[config.mk]
export PLATFORM = sky130hd
export DESIGN_NAME = cpu_register_set
export DESIGN_NICKNAME = d
export VERILOG_FILES = /design/src/pkg/cpu_register_set_pkg.sv /design/src/logic/cpu_register_set.sv /design/src/logic/byte_adder.sv /design/src/logic/stack_address_gen.sv
export VERILOG_INCLUDE_DIRS = /design/src /design/src/pkg
export SDC_FILE = /design/constraint.sdc
export NUM_CORES = 2
export LEC_CHECK = 0
export BUFFER_PORTS_ARGS = -buffer_cell sky130_fd_sc_hd__buf_2
export CAP_MARGIN = 15
export CORE_UTILIZATION = 60
export DETAILED_ROUTE_END_ITERATION = 7
export PLACE_DENSITY_LB_ADDON = 0.12
export SETUP_SLACK_MARGIN = 0.1
export SLEW_MARGIN = 20
export SYNTH_ARGS = -nofsm -noshare
export SYNTH_HDL_FRONTEND = slang
export SYNTH_HIERARCHICAL = 1
export SYNTH_SLANG_ARGS = --single-unit
[constraint.sdc]
create_clock -name clock -period 13 [get_ports clock]
set_input_delay 2.6 -clock clock [delete_from_list [all_inputs] [get_ports clock]]
set_output_delay 2.6 -clock clock [all_outputs]
set_load 0.02 [all_outputs]
[src/pkg/cpu_register_set_regs.svh]
/*
  Constants of the core register set: bus offsets, field positions,
  reset values. Assumes nothing; definitions only.
*/
`ifndef CPU_REGISTER_SET_REGS_SVH
`define CPU_REGISTER_SET_REGS_SVH

// ****************************************************************
// Bus word offsets (byte addresses)
// ****************************************************************
`define OFS_ACCUMULATOR     6'h00
`define OFS_FIRST_INDEX     6'h04
`define OFS_SECOND_INDEX    6'h08
`define OFS_STACK_POINTER   6'h0C
`define OFS_PC_LOW          6'h10
`define OFS_PC_HIGH         6'h14
`define OFS_STATUS          6'h18
`define OFS_CORE_MODE       6'h1C
`define OFS_OPERATION       6'h20
`define OFS_OPERAND         6'h24
`define OFS_RESULT          6'h28
`define OFS_STACK_ADDR      6'h2C
`define OFS_EFFECTIVE_ADDR  6'h30
`define OFS_INFO            6'h34

// ****************************************************************
// Status flag positions
// ****************************************************************
`define FLAG_CARRY          0
`define FLAG_ZERO           1
`define FLAG_IRQ_DISABLE    2
`define FLAG_DECIMAL        3
`define FLAG_BREAK          4
`define FLAG_INDEX_MODE     5
`define FLAG_OVERFLOW       6
`define FLAG_NEGATIVE       7

// Stack page selection bit of the core mode register
`define MODE_STACK_PAGE     2

// Core mode register address in the special function area
`define CORE_MODE_SFR_ADDR  8'h3B

// ****************************************************************
// Reset values, stack page bytes and status mask
// ****************************************************************
`define RST_BYTE            8'h00
`define RST_STACK_POINTER   8'hFF
`define RST_STATUS          8'h04
`define RST_CORE_MODE       8'h00
`define STACK_PAGE_LOW      8'h00
`define STACK_PAGE_HIGH     8'h01
`define STATUS_MASK         8'hEF

`endif

[src/pkg/cpu_register_set_pkg.sv]
/*
  Types of the core register set: operation codes and sequencer states.
  Assumes the constants header is compiled alongside.
*/
package cpu_register_set_pkg;

  typedef enum logic [4:0]
  {
    op_none              = 5'h00,
    op_load_accumulator  = 5'h01,
    op_load_first_index  = 5'h02,
    op_load_second_index = 5'h03,
    op_add               = 5'h04,
    op_subtract          = 5'h05,
    accum_push_op        = 5'h06,
    accum_pop_op         = 5'h07,
    status_push_op       = 5'h08,
    status_pop_op        = 5'h09,
    product_op           = 5'h0A,
    op_divide            = 5'h0B,
    oscillator_halt_op   = 5'h0C,
    clock_wait_op        = 5'h0D,
    unsupported_op_one   = 5'h0E,
    unsupported_op_two   = 5'h0F,
    op_branch            = 5'h10,
    op_index_address     = 5'h11,
    software_break_op    = 5'h12,
    op_interrupt         = 5'h13,
    op_wake              = 5'h14,
    op_set_flag          = 5'h15,
    op_clear_flag        = 5'h16
  } operation_e;

  typedef enum logic [2:0]
  {
    st_run  = 3'b001,
    st_wait = 3'b010,
    st_stop = 3'b100
  } core_state_e;

endpackage : cpu_register_set_pkg

[src/logic/cpu_register_set.sv]
/*
  Architectural register set of an 8-bit core with a small operation
  sequencer, reached over Avalon-MM. Assumes one clock, synchronous
  active-high reset; interrupt request is a pin and is synchronised.
*/
// Decided for this implementation: the Avalon-MM register port and the address map.
`timescale 1ns/1ps
`default_nettype none
`include "cpu_register_set_regs.svh"

module cpu_register_set
  import cpu_register_set_pkg::*;
(
  input  wire logic        clock,
  input  wire logic        reset,
  input  wire logic        clock_enable,
  input  wire logic [5:0]  address,
  input  wire logic        read,
  input  wire logic        write,
  input  wire logic [31:0] writedata,
  input  wire logic [3:0]  byteenable,
  output logic      [31:0] readdata,
  output logic             waitrequest,
  input  wire logic        irq_pin,
  output logic             oscillator_stopped,
  output logic             waiting,
  output logic             illegal_op
);

  // ****************************************************************
  // State
  // ****************************************************************
  typedef struct packed
  {
    logic [7:0]  accumulator_reg;
    logic [7:0]  first_index_reg;
    logic [7:0]  second_index_reg;
    logic [7:0]  stack_pointer_reg;
    logic [7:0]  program_counter_high;
    logic [7:0]  program_counter_low;
    logic [7:0]  processor_status_reg;
    logic [7:0]  core_mode_reg;
    logic [7:0]  operand_reg;
    logic [7:0]  result_reg;
    logic [15:0] effective_addr_reg;
    logic [7:0]  stack_mem_top;
    logic        answered;
    logic        illegal;
    logic        branch_taken;
    logic        irq_meta;
    logic        irq_sync;
    core_state_e core_state;
    logic [31:0] readdata;
  } regs_s;

  regs_s r_reg;
  regs_s r_next;

  // Saved bytes stored by index; a small on-chip stack of 256 entries
  logic [7:0] stack_mem [0:255];
  logic [7:0] stack_wr_data;
  logic       stack_wr;
  logic [7:0] stack_wr_index;

  logic [15:0] stack_address;
  logic [7:0]  add_sum;
  logic        add_carry;
  logic        add_overflow;
  logic        subtract;
  logic [7:0]  add_b;
  logic        access;
  logic        wr_hit;
  logic [7:0]  wbyte;
  operation_e  op;

  assign subtract = (operation_e'(writedata[4:0]) == op_subtract);
  assign add_b    = subtract ? ~r_reg.operand_reg : r_reg.operand_reg;

  byte_adder u_adder
  (
    .operand_a (r_reg.accumulator_reg),
    .operand_b (add_b),
    .carry_in  (r_reg.processor_status_reg[`FLAG_CARRY]),
    .decimal   (r_reg.processor_status_reg[`FLAG_DECIMAL]),
    .sum       (add_sum),
    .carry_out (add_carry),
    .overflow  (add_overflow)
  );

  stack_address_gen u_stack
  (
    .stack_pointer (r_reg.stack_pointer_reg),
    .stack_page    (r_reg.core_mode_reg[`MODE_STACK_PAGE]),
    .stack_address (stack_address)
  );

  // ****************************************************************
  // Bus handshake
  // ****************************************************************
  // One wait cycle per access: the answer is registered
  assign access      = (read || write) && clock_enable;
  assign waitrequest = (read || write) && !r_reg.answered;
  assign wr_hit      = write && access && !r_reg.answered;
  assign wbyte       = byteenable[0] ? writedata[7:0] : 8'h00;
  assign op          = operation_e'(writedata[4:0]);
  assign readdata    = r_reg.readdata;
  assign oscillator_stopped = (r_reg.core_state == st_stop);
  assign waiting     = (r_reg.core_state == st_wait);
  assign illegal_op  = r_reg.illegal;

  // ****************************************************************
  // Next state
  // ****************************************************************
  always_comb
  begin
    r_next         = r_reg;
    stack_wr       = 1'b0;
    stack_wr_data  = 8'h00;
    stack_wr_index = r_reg.stack_pointer_reg;
    r_next.irq_meta = irq_pin;
    r_next.irq_sync = r_reg.irq_meta;
    r_next.answered = access && !r_reg.answered;

    if (r_reg.irq_sync && !r_reg.processor_status_reg[`FLAG_IRQ_DISABLE]
        && r_reg.core_state == st_wait)
    begin
      r_next.core_state = st_run;
    end

    if (read && access && !r_reg.answered)
    begin
      r_next.readdata = 32'h0000_0000;
      case (address)
        `OFS_ACCUMULATOR:    r_next.readdata[7:0] = r_reg.accumulator_reg;
        `OFS_FIRST_INDEX:    r_next.readdata[7:0] = r_reg.first_index_reg;
        `OFS_SECOND_INDEX:   r_next.readdata[7:0] = r_reg.second_index_reg;
        `OFS_STACK_POINTER:  r_next.readdata[7:0] = r_reg.stack_pointer_reg;
        `OFS_PC_LOW:         r_next.readdata[7:0] = r_reg.program_counter_low;
        `OFS_PC_HIGH:        r_next.readdata[7:0] = r_reg.program_counter_high;
        `OFS_STATUS:         r_next.readdata[7:0] = r_reg.processor_status_reg & `STATUS_MASK;
        `OFS_CORE_MODE:      r_next.readdata[7:0] = r_reg.core_mode_reg;
        `OFS_OPERAND:        r_next.readdata[7:0] = r_reg.operand_reg;
        `OFS_RESULT:         r_next.readdata[7:0] = r_reg.result_reg;
        `OFS_STACK_ADDR:     r_next.readdata[15:0] = stack_address;
        `OFS_EFFECTIVE_ADDR: r_next.readdata[15:0] = r_reg.effective_addr_reg;
        `OFS_INFO:           r_next.readdata[12:0] = {r_reg.branch_taken, r_reg.illegal,
                                                      r_reg.core_state, r_reg.stack_mem_top};
        default:             r_next.readdata = 32'h0000_0000;
      endcase
    end

    if (wr_hit)
    begin
      case (address)
        `OFS_ACCUMULATOR:   r_next.accumulator_reg = wbyte;
        `OFS_FIRST_INDEX:   r_next.first_index_reg = wbyte;
        `OFS_SECOND_INDEX:  r_next.second_index_reg = wbyte;
        `OFS_STACK_POINTER: r_next.stack_pointer_reg = wbyte;
        `OFS_PC_LOW:        r_next.program_counter_low = wbyte;
        `OFS_PC_HIGH:       r_next.program_counter_high = wbyte;
        `OFS_STATUS:        r_next.processor_status_reg = wbyte & `STATUS_MASK;
        `OFS_CORE_MODE:     r_next.core_mode_reg = wbyte;
        `OFS_OPERAND:       r_next.operand_reg = wbyte;
        `OFS_OPERATION:
        begin
          r_next.illegal = 1'b0;
          r_next.branch_taken = 1'b0;
          case (op)
            op_none: ;
            op_load_accumulator:
            begin
              r_next.accumulator_reg = r_reg.operand_reg;
              r_next.result_reg = r_reg.operand_reg;
            end
            op_load_first_index:
            begin
              r_next.first_index_reg = r_reg.operand_reg;
              r_next.result_reg = r_reg.operand_reg;
            end
            op_load_second_index:
            begin
              r_next.second_index_reg = r_reg.operand_reg;
              r_next.result_reg = r_reg.operand_reg;
            end
            // flags follow result; in decimal mode Z and N follow the corrected sum, V the binary sum
            op_add, op_subtract:
            begin
              r_next.accumulator_reg = add_sum;
              r_next.result_reg = add_sum;
              r_next.processor_status_reg[`FLAG_CARRY] = add_carry;
              r_next.processor_status_reg[`FLAG_OVERFLOW] = add_overflow;
            end
            accum_push_op, status_push_op, software_break_op, op_interrupt:
            begin
              stack_wr = 1'b1;
              stack_wr_data = (op == accum_push_op) ? r_reg.accumulator_reg :
                              (op == software_break_op)
                                ? (r_reg.processor_status_reg | 8'h10)
                                : (r_reg.processor_status_reg & `STATUS_MASK);
              r_next.stack_pointer_reg = r_reg.stack_pointer_reg - 8'h01;
              if (op == software_break_op ||
                  (op == op_interrupt &&
                   !r_reg.processor_status_reg[`FLAG_IRQ_DISABLE]))
              begin
                r_next.processor_status_reg[`FLAG_IRQ_DISABLE] = 1'b1;
              end
              else if (op == op_interrupt)
              begin
                // Blocked request: nothing saved
                stack_wr = 1'b0;
                r_next.stack_pointer_reg = r_reg.stack_pointer_reg;
              end
            end
            accum_pop_op:
            begin
              r_next.stack_pointer_reg = r_reg.stack_pointer_reg + 8'h01;
              r_next.accumulator_reg = stack_mem[r_reg.stack_pointer_reg + 8'h01];
              r_next.result_reg = stack_mem[r_reg.stack_pointer_reg + 8'h01];
            end
            status_pop_op:
            begin
              r_next.stack_pointer_reg = r_reg.stack_pointer_reg + 8'h01;
              r_next.processor_status_reg =
                stack_mem[r_reg.stack_pointer_reg + 8'h01] & `STATUS_MASK;
            end
            product_op:
            begin
              {r_next.second_index_reg, r_next.accumulator_reg} =
                16'(r_reg.accumulator_reg * r_reg.operand_reg);
              r_next.result_reg = 8'(r_reg.accumulator_reg * r_reg.operand_reg);
            end
            op_divide:
            begin
              if (r_reg.operand_reg != 8'h00)
              begin
                r_next.accumulator_reg = r_reg.accumulator_reg / r_reg.operand_reg;
                r_next.second_index_reg = r_reg.accumulator_reg % r_reg.operand_reg;
                r_next.result_reg = r_reg.accumulator_reg / r_reg.operand_reg;
              end
            end
            oscillator_halt_op: r_next.core_state = st_stop;
            clock_wait_op:      r_next.core_state = st_wait;
            op_wake:            r_next.core_state = st_run;
            unsupported_op_one, unsupported_op_two: r_next.illegal = 1'b1;
            op_branch:
            begin
              case (r_reg.operand_reg[1:0])
                2'h0: r_next.branch_taken =
                        r_reg.processor_status_reg[`FLAG_CARRY] == r_reg.operand_reg[2];
                2'h1: r_next.branch_taken =
                        r_reg.processor_status_reg[`FLAG_ZERO] == r_reg.operand_reg[2];
                2'h2: r_next.branch_taken =
                        r_reg.processor_status_reg[`FLAG_OVERFLOW] == r_reg.operand_reg[2];
                default: r_next.branch_taken =
                        r_reg.processor_status_reg[`FLAG_NEGATIVE] == r_reg.operand_reg[2];
              endcase
              if (r_next.branch_taken)
                {r_next.program_counter_high, r_next.program_counter_low} =
                  {r_reg.program_counter_high, r_reg.program_counter_low} + 16'h0001;
            end
            op_index_address:
              r_next.effective_addr_reg = {8'h00, r_reg.operand_reg +
                (r_reg.operand_reg[7] ? r_reg.second_index_reg : r_reg.first_index_reg)};
            op_set_flag:
              r_next.processor_status_reg[writedata[10:8]] = 1'b1;
            op_clear_flag:
              r_next.processor_status_reg[writedata[10:8]] = 1'b0;
            default: r_next.illegal = 1'b1;
          endcase
          r_next.processor_status_reg[`FLAG_BREAK] = 1'b0;
          if (op == op_add || op == op_subtract || op == op_load_accumulator ||
              op == op_load_first_index || op == op_load_second_index ||
              op == accum_pop_op || op == product_op || op == op_divide)
          begin
            r_next.processor_status_reg[`FLAG_ZERO] = (r_next.result_reg == 8'h00);
            r_next.processor_status_reg[`FLAG_NEGATIVE] = r_next.result_reg[7];
          end
          // only status and accumulator saved by hardware
          if (stack_wr)
            r_next.stack_mem_top = stack_wr_data;
        end
        default: ;
      endcase
    end
  end

  // ****************************************************************
  // Registers
  // ****************************************************************
  always_ff @(posedge clock)
  begin
    if (reset)
    begin
      r_reg <= '{accumulator_reg: `RST_BYTE, first_index_reg: `RST_BYTE,
                 second_index_reg: `RST_BYTE, stack_pointer_reg: `RST_STACK_POINTER,
                 program_counter_high: `RST_BYTE, program_counter_low: `RST_BYTE,
                 processor_status_reg: `RST_STATUS, core_mode_reg: `RST_CORE_MODE,
                 operand_reg: `RST_BYTE, result_reg: `RST_BYTE,
                 effective_addr_reg: 16'h0000, stack_mem_top: `RST_BYTE,
                 answered: 1'b0, illegal: 1'b0, branch_taken: 1'b0,
                 irq_meta: 1'b0, irq_sync: 1'b0, core_state: st_run,
                 readdata: 32'h0000_0000};
    end
    else if (clock_enable)
    begin
      r_reg <= r_next;
    end
  end

  // Stack storage needs no reset: software never reads an unwritten slot
  always_ff @(posedge clock)
  begin
    if (clock_enable && stack_wr)
      stack_mem[stack_wr_index] <= stack_wr_data;
  end

endmodule : cpu_register_set

`default_nettype wire

[src/logic/byte_adder.sv]
/*
  Byte adder with carry in, binary or decimal-corrected result.
  Assumes combinational use inside one clock domain.
*/
`timescale 1ns/1ps
`default_nettype none

module byte_adder
(
  input  wire logic [7:0] operand_a,
  input  wire logic [7:0] operand_b,
  input  wire logic       carry_in,
  input  wire logic       decimal,
  output logic      [7:0] sum,
  output logic            carry_out,
  output logic            overflow
);

  logic [8:0] binary_sum;
  logic [4:0] low_nibble;
  logic [4:0] low_fixed;
  logic [4:0] high_nibble;
  logic [4:0] high_fixed;

  always_comb
  begin
    binary_sum  = {1'b0, operand_a} + {1'b0, operand_b} + {8'h00, carry_in};
    low_nibble  = {1'b0, operand_a[3:0]} + {1'b0, operand_b[3:0]} + {4'h0, carry_in};
    low_fixed   = (low_nibble > 5'h09) ? low_nibble + 5'h06 : low_nibble;
    high_nibble = {1'b0, operand_a[7:4]} + {1'b0, operand_b[7:4]} + {4'h0, low_fixed[4]};
    high_fixed  = (high_nibble > 5'h09) ? high_nibble + 5'h06 : high_nibble;
    // Overflow only meaningful for binary signed data
    overflow    = (operand_a[7] == operand_b[7]) && (binary_sum[7] != operand_a[7]);
    if (decimal)
    begin
      sum       = {high_fixed[3:0], low_fixed[3:0]};
      carry_out = high_fixed[4];
    end
    else
    begin
      sum       = binary_sum[7:0];
      carry_out = binary_sum[8];
    end
  end

endmodule : byte_adder

`default_nettype wire

[src/logic/stack_address_gen.sv]
/*
  Forms the 16-bit stack address from the page bit and stack pointer.
  Assumes both inputs come from flip-flops on the same clock.
*/
`timescale 1ns/1ps
`default_nettype none
`include "cpu_register_set_regs.svh"

module stack_address_gen
(
  input  wire logic [7:0]  stack_pointer,
  input  wire logic        stack_page,
  output logic      [15:0] stack_address
);

  always_comb
  begin
    stack_address = {stack_page ? `STACK_PAGE_HIGH : `STACK_PAGE_LOW, stack_pointer};
  end

endmodule : stack_address_gen

`default_nettype wire

==> results.json <==
{
  "hpwl_mm": 143,
  "synth_enable_flop_cells": 2048,
  "finalNonFillerCells": 7790,
  "outcome": "completed",
  "yosys.area.top_type": "edfxtp_1",
  "die_h_um": 394,
  "start_util_pct": 60.6,
  "switching_share_pct": 20.4,
  "final_antenna_net_count": 0,
  "hold_class": "register to register",
  "finalPower_mw": 13.9,
  "powerDensity_nw_per_um2": 137,
  "p_leak_nw": 35.5,
  "crit_slowest_cell": "or4_1",
  "die_w_um": 394,
  "layout-drive-gt1-share_pct": 18.6,
  "async_flop_share_pct": 0,
  "drv_slew": 0,
  "htreeDepth": 4,
  "period_share_pct": 92.7,
  "pin_count": 84,
  "worstSetupEndpointType": "register",
  "cts_buffers": 211,
  "clock_path_buffers": 3,
  "cts_root_buf": "clkbuf_16",
  "drv_cap": 0,
  "dp.cells": 7391,
  "cp-start-kind": "register",
  "routed_via_density": 6.70,
  "path_class": "register to register",
  "io_buffers": 43,
  "setup_violations": 0,
  "r2r_slack_ps": 940,
  "firstDrtPassIters": 6,
  "layout_common_cells": "2048 x edfxtp_1, 517 x nand2_1, 514 x mux4_2, 496 x nor2_1, 215 x clkbuf_16",
  "yosysWarnings": 6,
  "areaGrowthSynthToFinish_pct": 9.83,
  "cts_hold_buf": 0,
  "routed_wl_mm": 242,
  "cts_tree": "yes",
  "whs_ps": 457,
  "ir_worst_vdd_mv": 0.127,
  "yosys-top-cells-area": "edfxtp_1 67%, mux4_2 13%, dfxtp_1 2.6%",
  "cts_resized": 0,
  "switchingPower_mw": 2.84,
  "fin_crit_ps": 12060,
  "hold_violations": 0,
  "grt_pass1_wl_mm": 354,
  "skew_ps": 54.5,
  "first_global_vias": 51287,
  "rsz0062_at_grt": "false",
  "tns_ps": 0,
  "grt_antenna_before_repair": 2,
  "synth_flop_cell": "edfxtp_1",
  "wl_per_cell_um": 31.1,
  "yosysSeqAreaShare_pct": 69.2,
  "coreArea_um2": 152000,
  "yosys_register_bits": 2167,
  "clock_latency_ps": 860,
  "clkTransAtPathRegs_ps": 70,
  "via_count": 52186,
  "drt_iter0_drc": 6703,
  "synth_cell_types": 101,
  "fmax_mhz": 82.9,
  "crit_arrival_ps": 12780,
  "required_ps": 13720,
  "worst_pin_slew_ps": 1230,
  "relSlewSlack_pct": 17.8,
  "nFillCells": 10422,
  "synth.avg_cell_area_um2": 16.6,
  "cpMostUsedCell": "o21a_1",
  "max_stage_delay_ps": 610,
  "layout_commonest_cell": "edfxtp_1",
  "overflow": 0,
  "dieArea_um2": 156000,
  "combPwrFrac_pct": 2.4,
  "clock_sinks": 2167,
  "grt_max_degree": 249,
  "drc_errors": 0,
  "cts_setup_buffers": 0,
  "routabilityCongestion": 0.962,
  "syn_area_um2": 92400,
  "clockPowerShare_pct": 43.6,
  "layout.nets": 5767,
  "path_max_fanout": 8,
  "intPower_mw": 11.1,
  "rows": 143,
  "power_frac_seq_pct": 54.1,
  "largest_reg_flops": 2048,
  "synth_top_area_share_pct": 66.6,
  "track_usage_pct": 31.3,
  "synthCells": 5580
}
==> area by class of cell <==
cell class	instances	area (µm²)	share of cell area, %
inverters	102	383	0.377
multi-input cells	2951	26600	26.2
well taps	2030	2540	2.50
clock buffers	251	5560	5.48
clock inverters	143	1280	1.27
repair buffers	145	1180	1.17
flip-flops and latches	2167	63900	63.0
diodes	1	2.50	0.00247
==> cells in the mapped netlist, drive strengths merged (10+ instances only) <==
master and count:
ha 99, nor2 510, o31ai 14, a211o 10, a21boi 14, xor2 15
buf 193, o22ai 22, fa 42, dfxtp 119, nand2b 20, a31oi 28
a21oi 132, clkbuf 188, and2 20, nand2 529, nor3b 14, a32oi 36
nand3 152, a311oi 19, nor3 77, xnor2 36, inv 102, o211ai 12
and3 30, a211oi 45, o21bai 10, a22oi 38, o21a 30, nand4 42
a221oi 22, mux4 514, mux2 28, nor4 16, o21ai 88, a21o 15
or2 12, mux2i 105, edfxtp 2048, nor2b 20
==> path summary, 6_finish.rpt <==
path | endpoint | cells after the start | from
max | r_reg[127] | 50 | r_reg[79]
min | readdata[14] | 2 | readdata[14]
max reg2reg | r_reg[127] | 50 | r_reg[79]
min reg2reg | readdata[14] | 2 | readdata[14]
==> worst max-delay path, delay by kind of cell (launching register included) <==
kind	cells	cell delay [ps]
flip-flops	1	330
AO/OA/AOI/OAI	31	5930
adder cells (fa/ha/maj)	7	2200
multiplexers	3	880
AND/OR/NAND/NOR	9	2530
==> through the flow <==
stage | instance area [µm²] | setup slack (ps) | util, %
after floorplan | 92400 | 1670 | -
after global placement | 94500 | 671 | 62.0
after detailed placement | 94500 | 660 | 62.0
after CTS | 101000 | 609 | 66.5
after global routing | 101000 | 147 | 66.5
final | 101000 | 944 | 66.5
==> per-layer routing <==
layer  track usage [%]  part of all wire [%]
met3              6.99                    10
met1              45.0                    40
met4              10.4                   3.5
met2              48.1                    47
met5             0.277                 0.030
==> power by group through the flow <==
stage	Clock, mW	Sequential, mW	Combinational, mW
after floorplan	0	7.67	0.225
after global placement	0	7.67	0.321
after detailed placement	0	7.67	0.319
after CTS	6.10	7.52	0.321
after global routing	6.38	7.52	0.352
final	6.06	7.52	0.327
==> kinds of logic (layout without fill, tap and decap cells) <==
group                      count (synthesis)  after routing  synth area share, %
DFF                                     2167           2167                 69.2
buffers and inverters                    483            641                 2.43
adders and majority gates                141            141                 2.25
muxes                                    647            647                 14.0
and+or+nand+nor                         1478           1478                 6.99
xor gates and xnor gates                  51             51                0.516
AOI/OAI and AO/OA                        611            611                 4.62
other                                      2             24              0.00813
(Power assumes the default switching activity.)
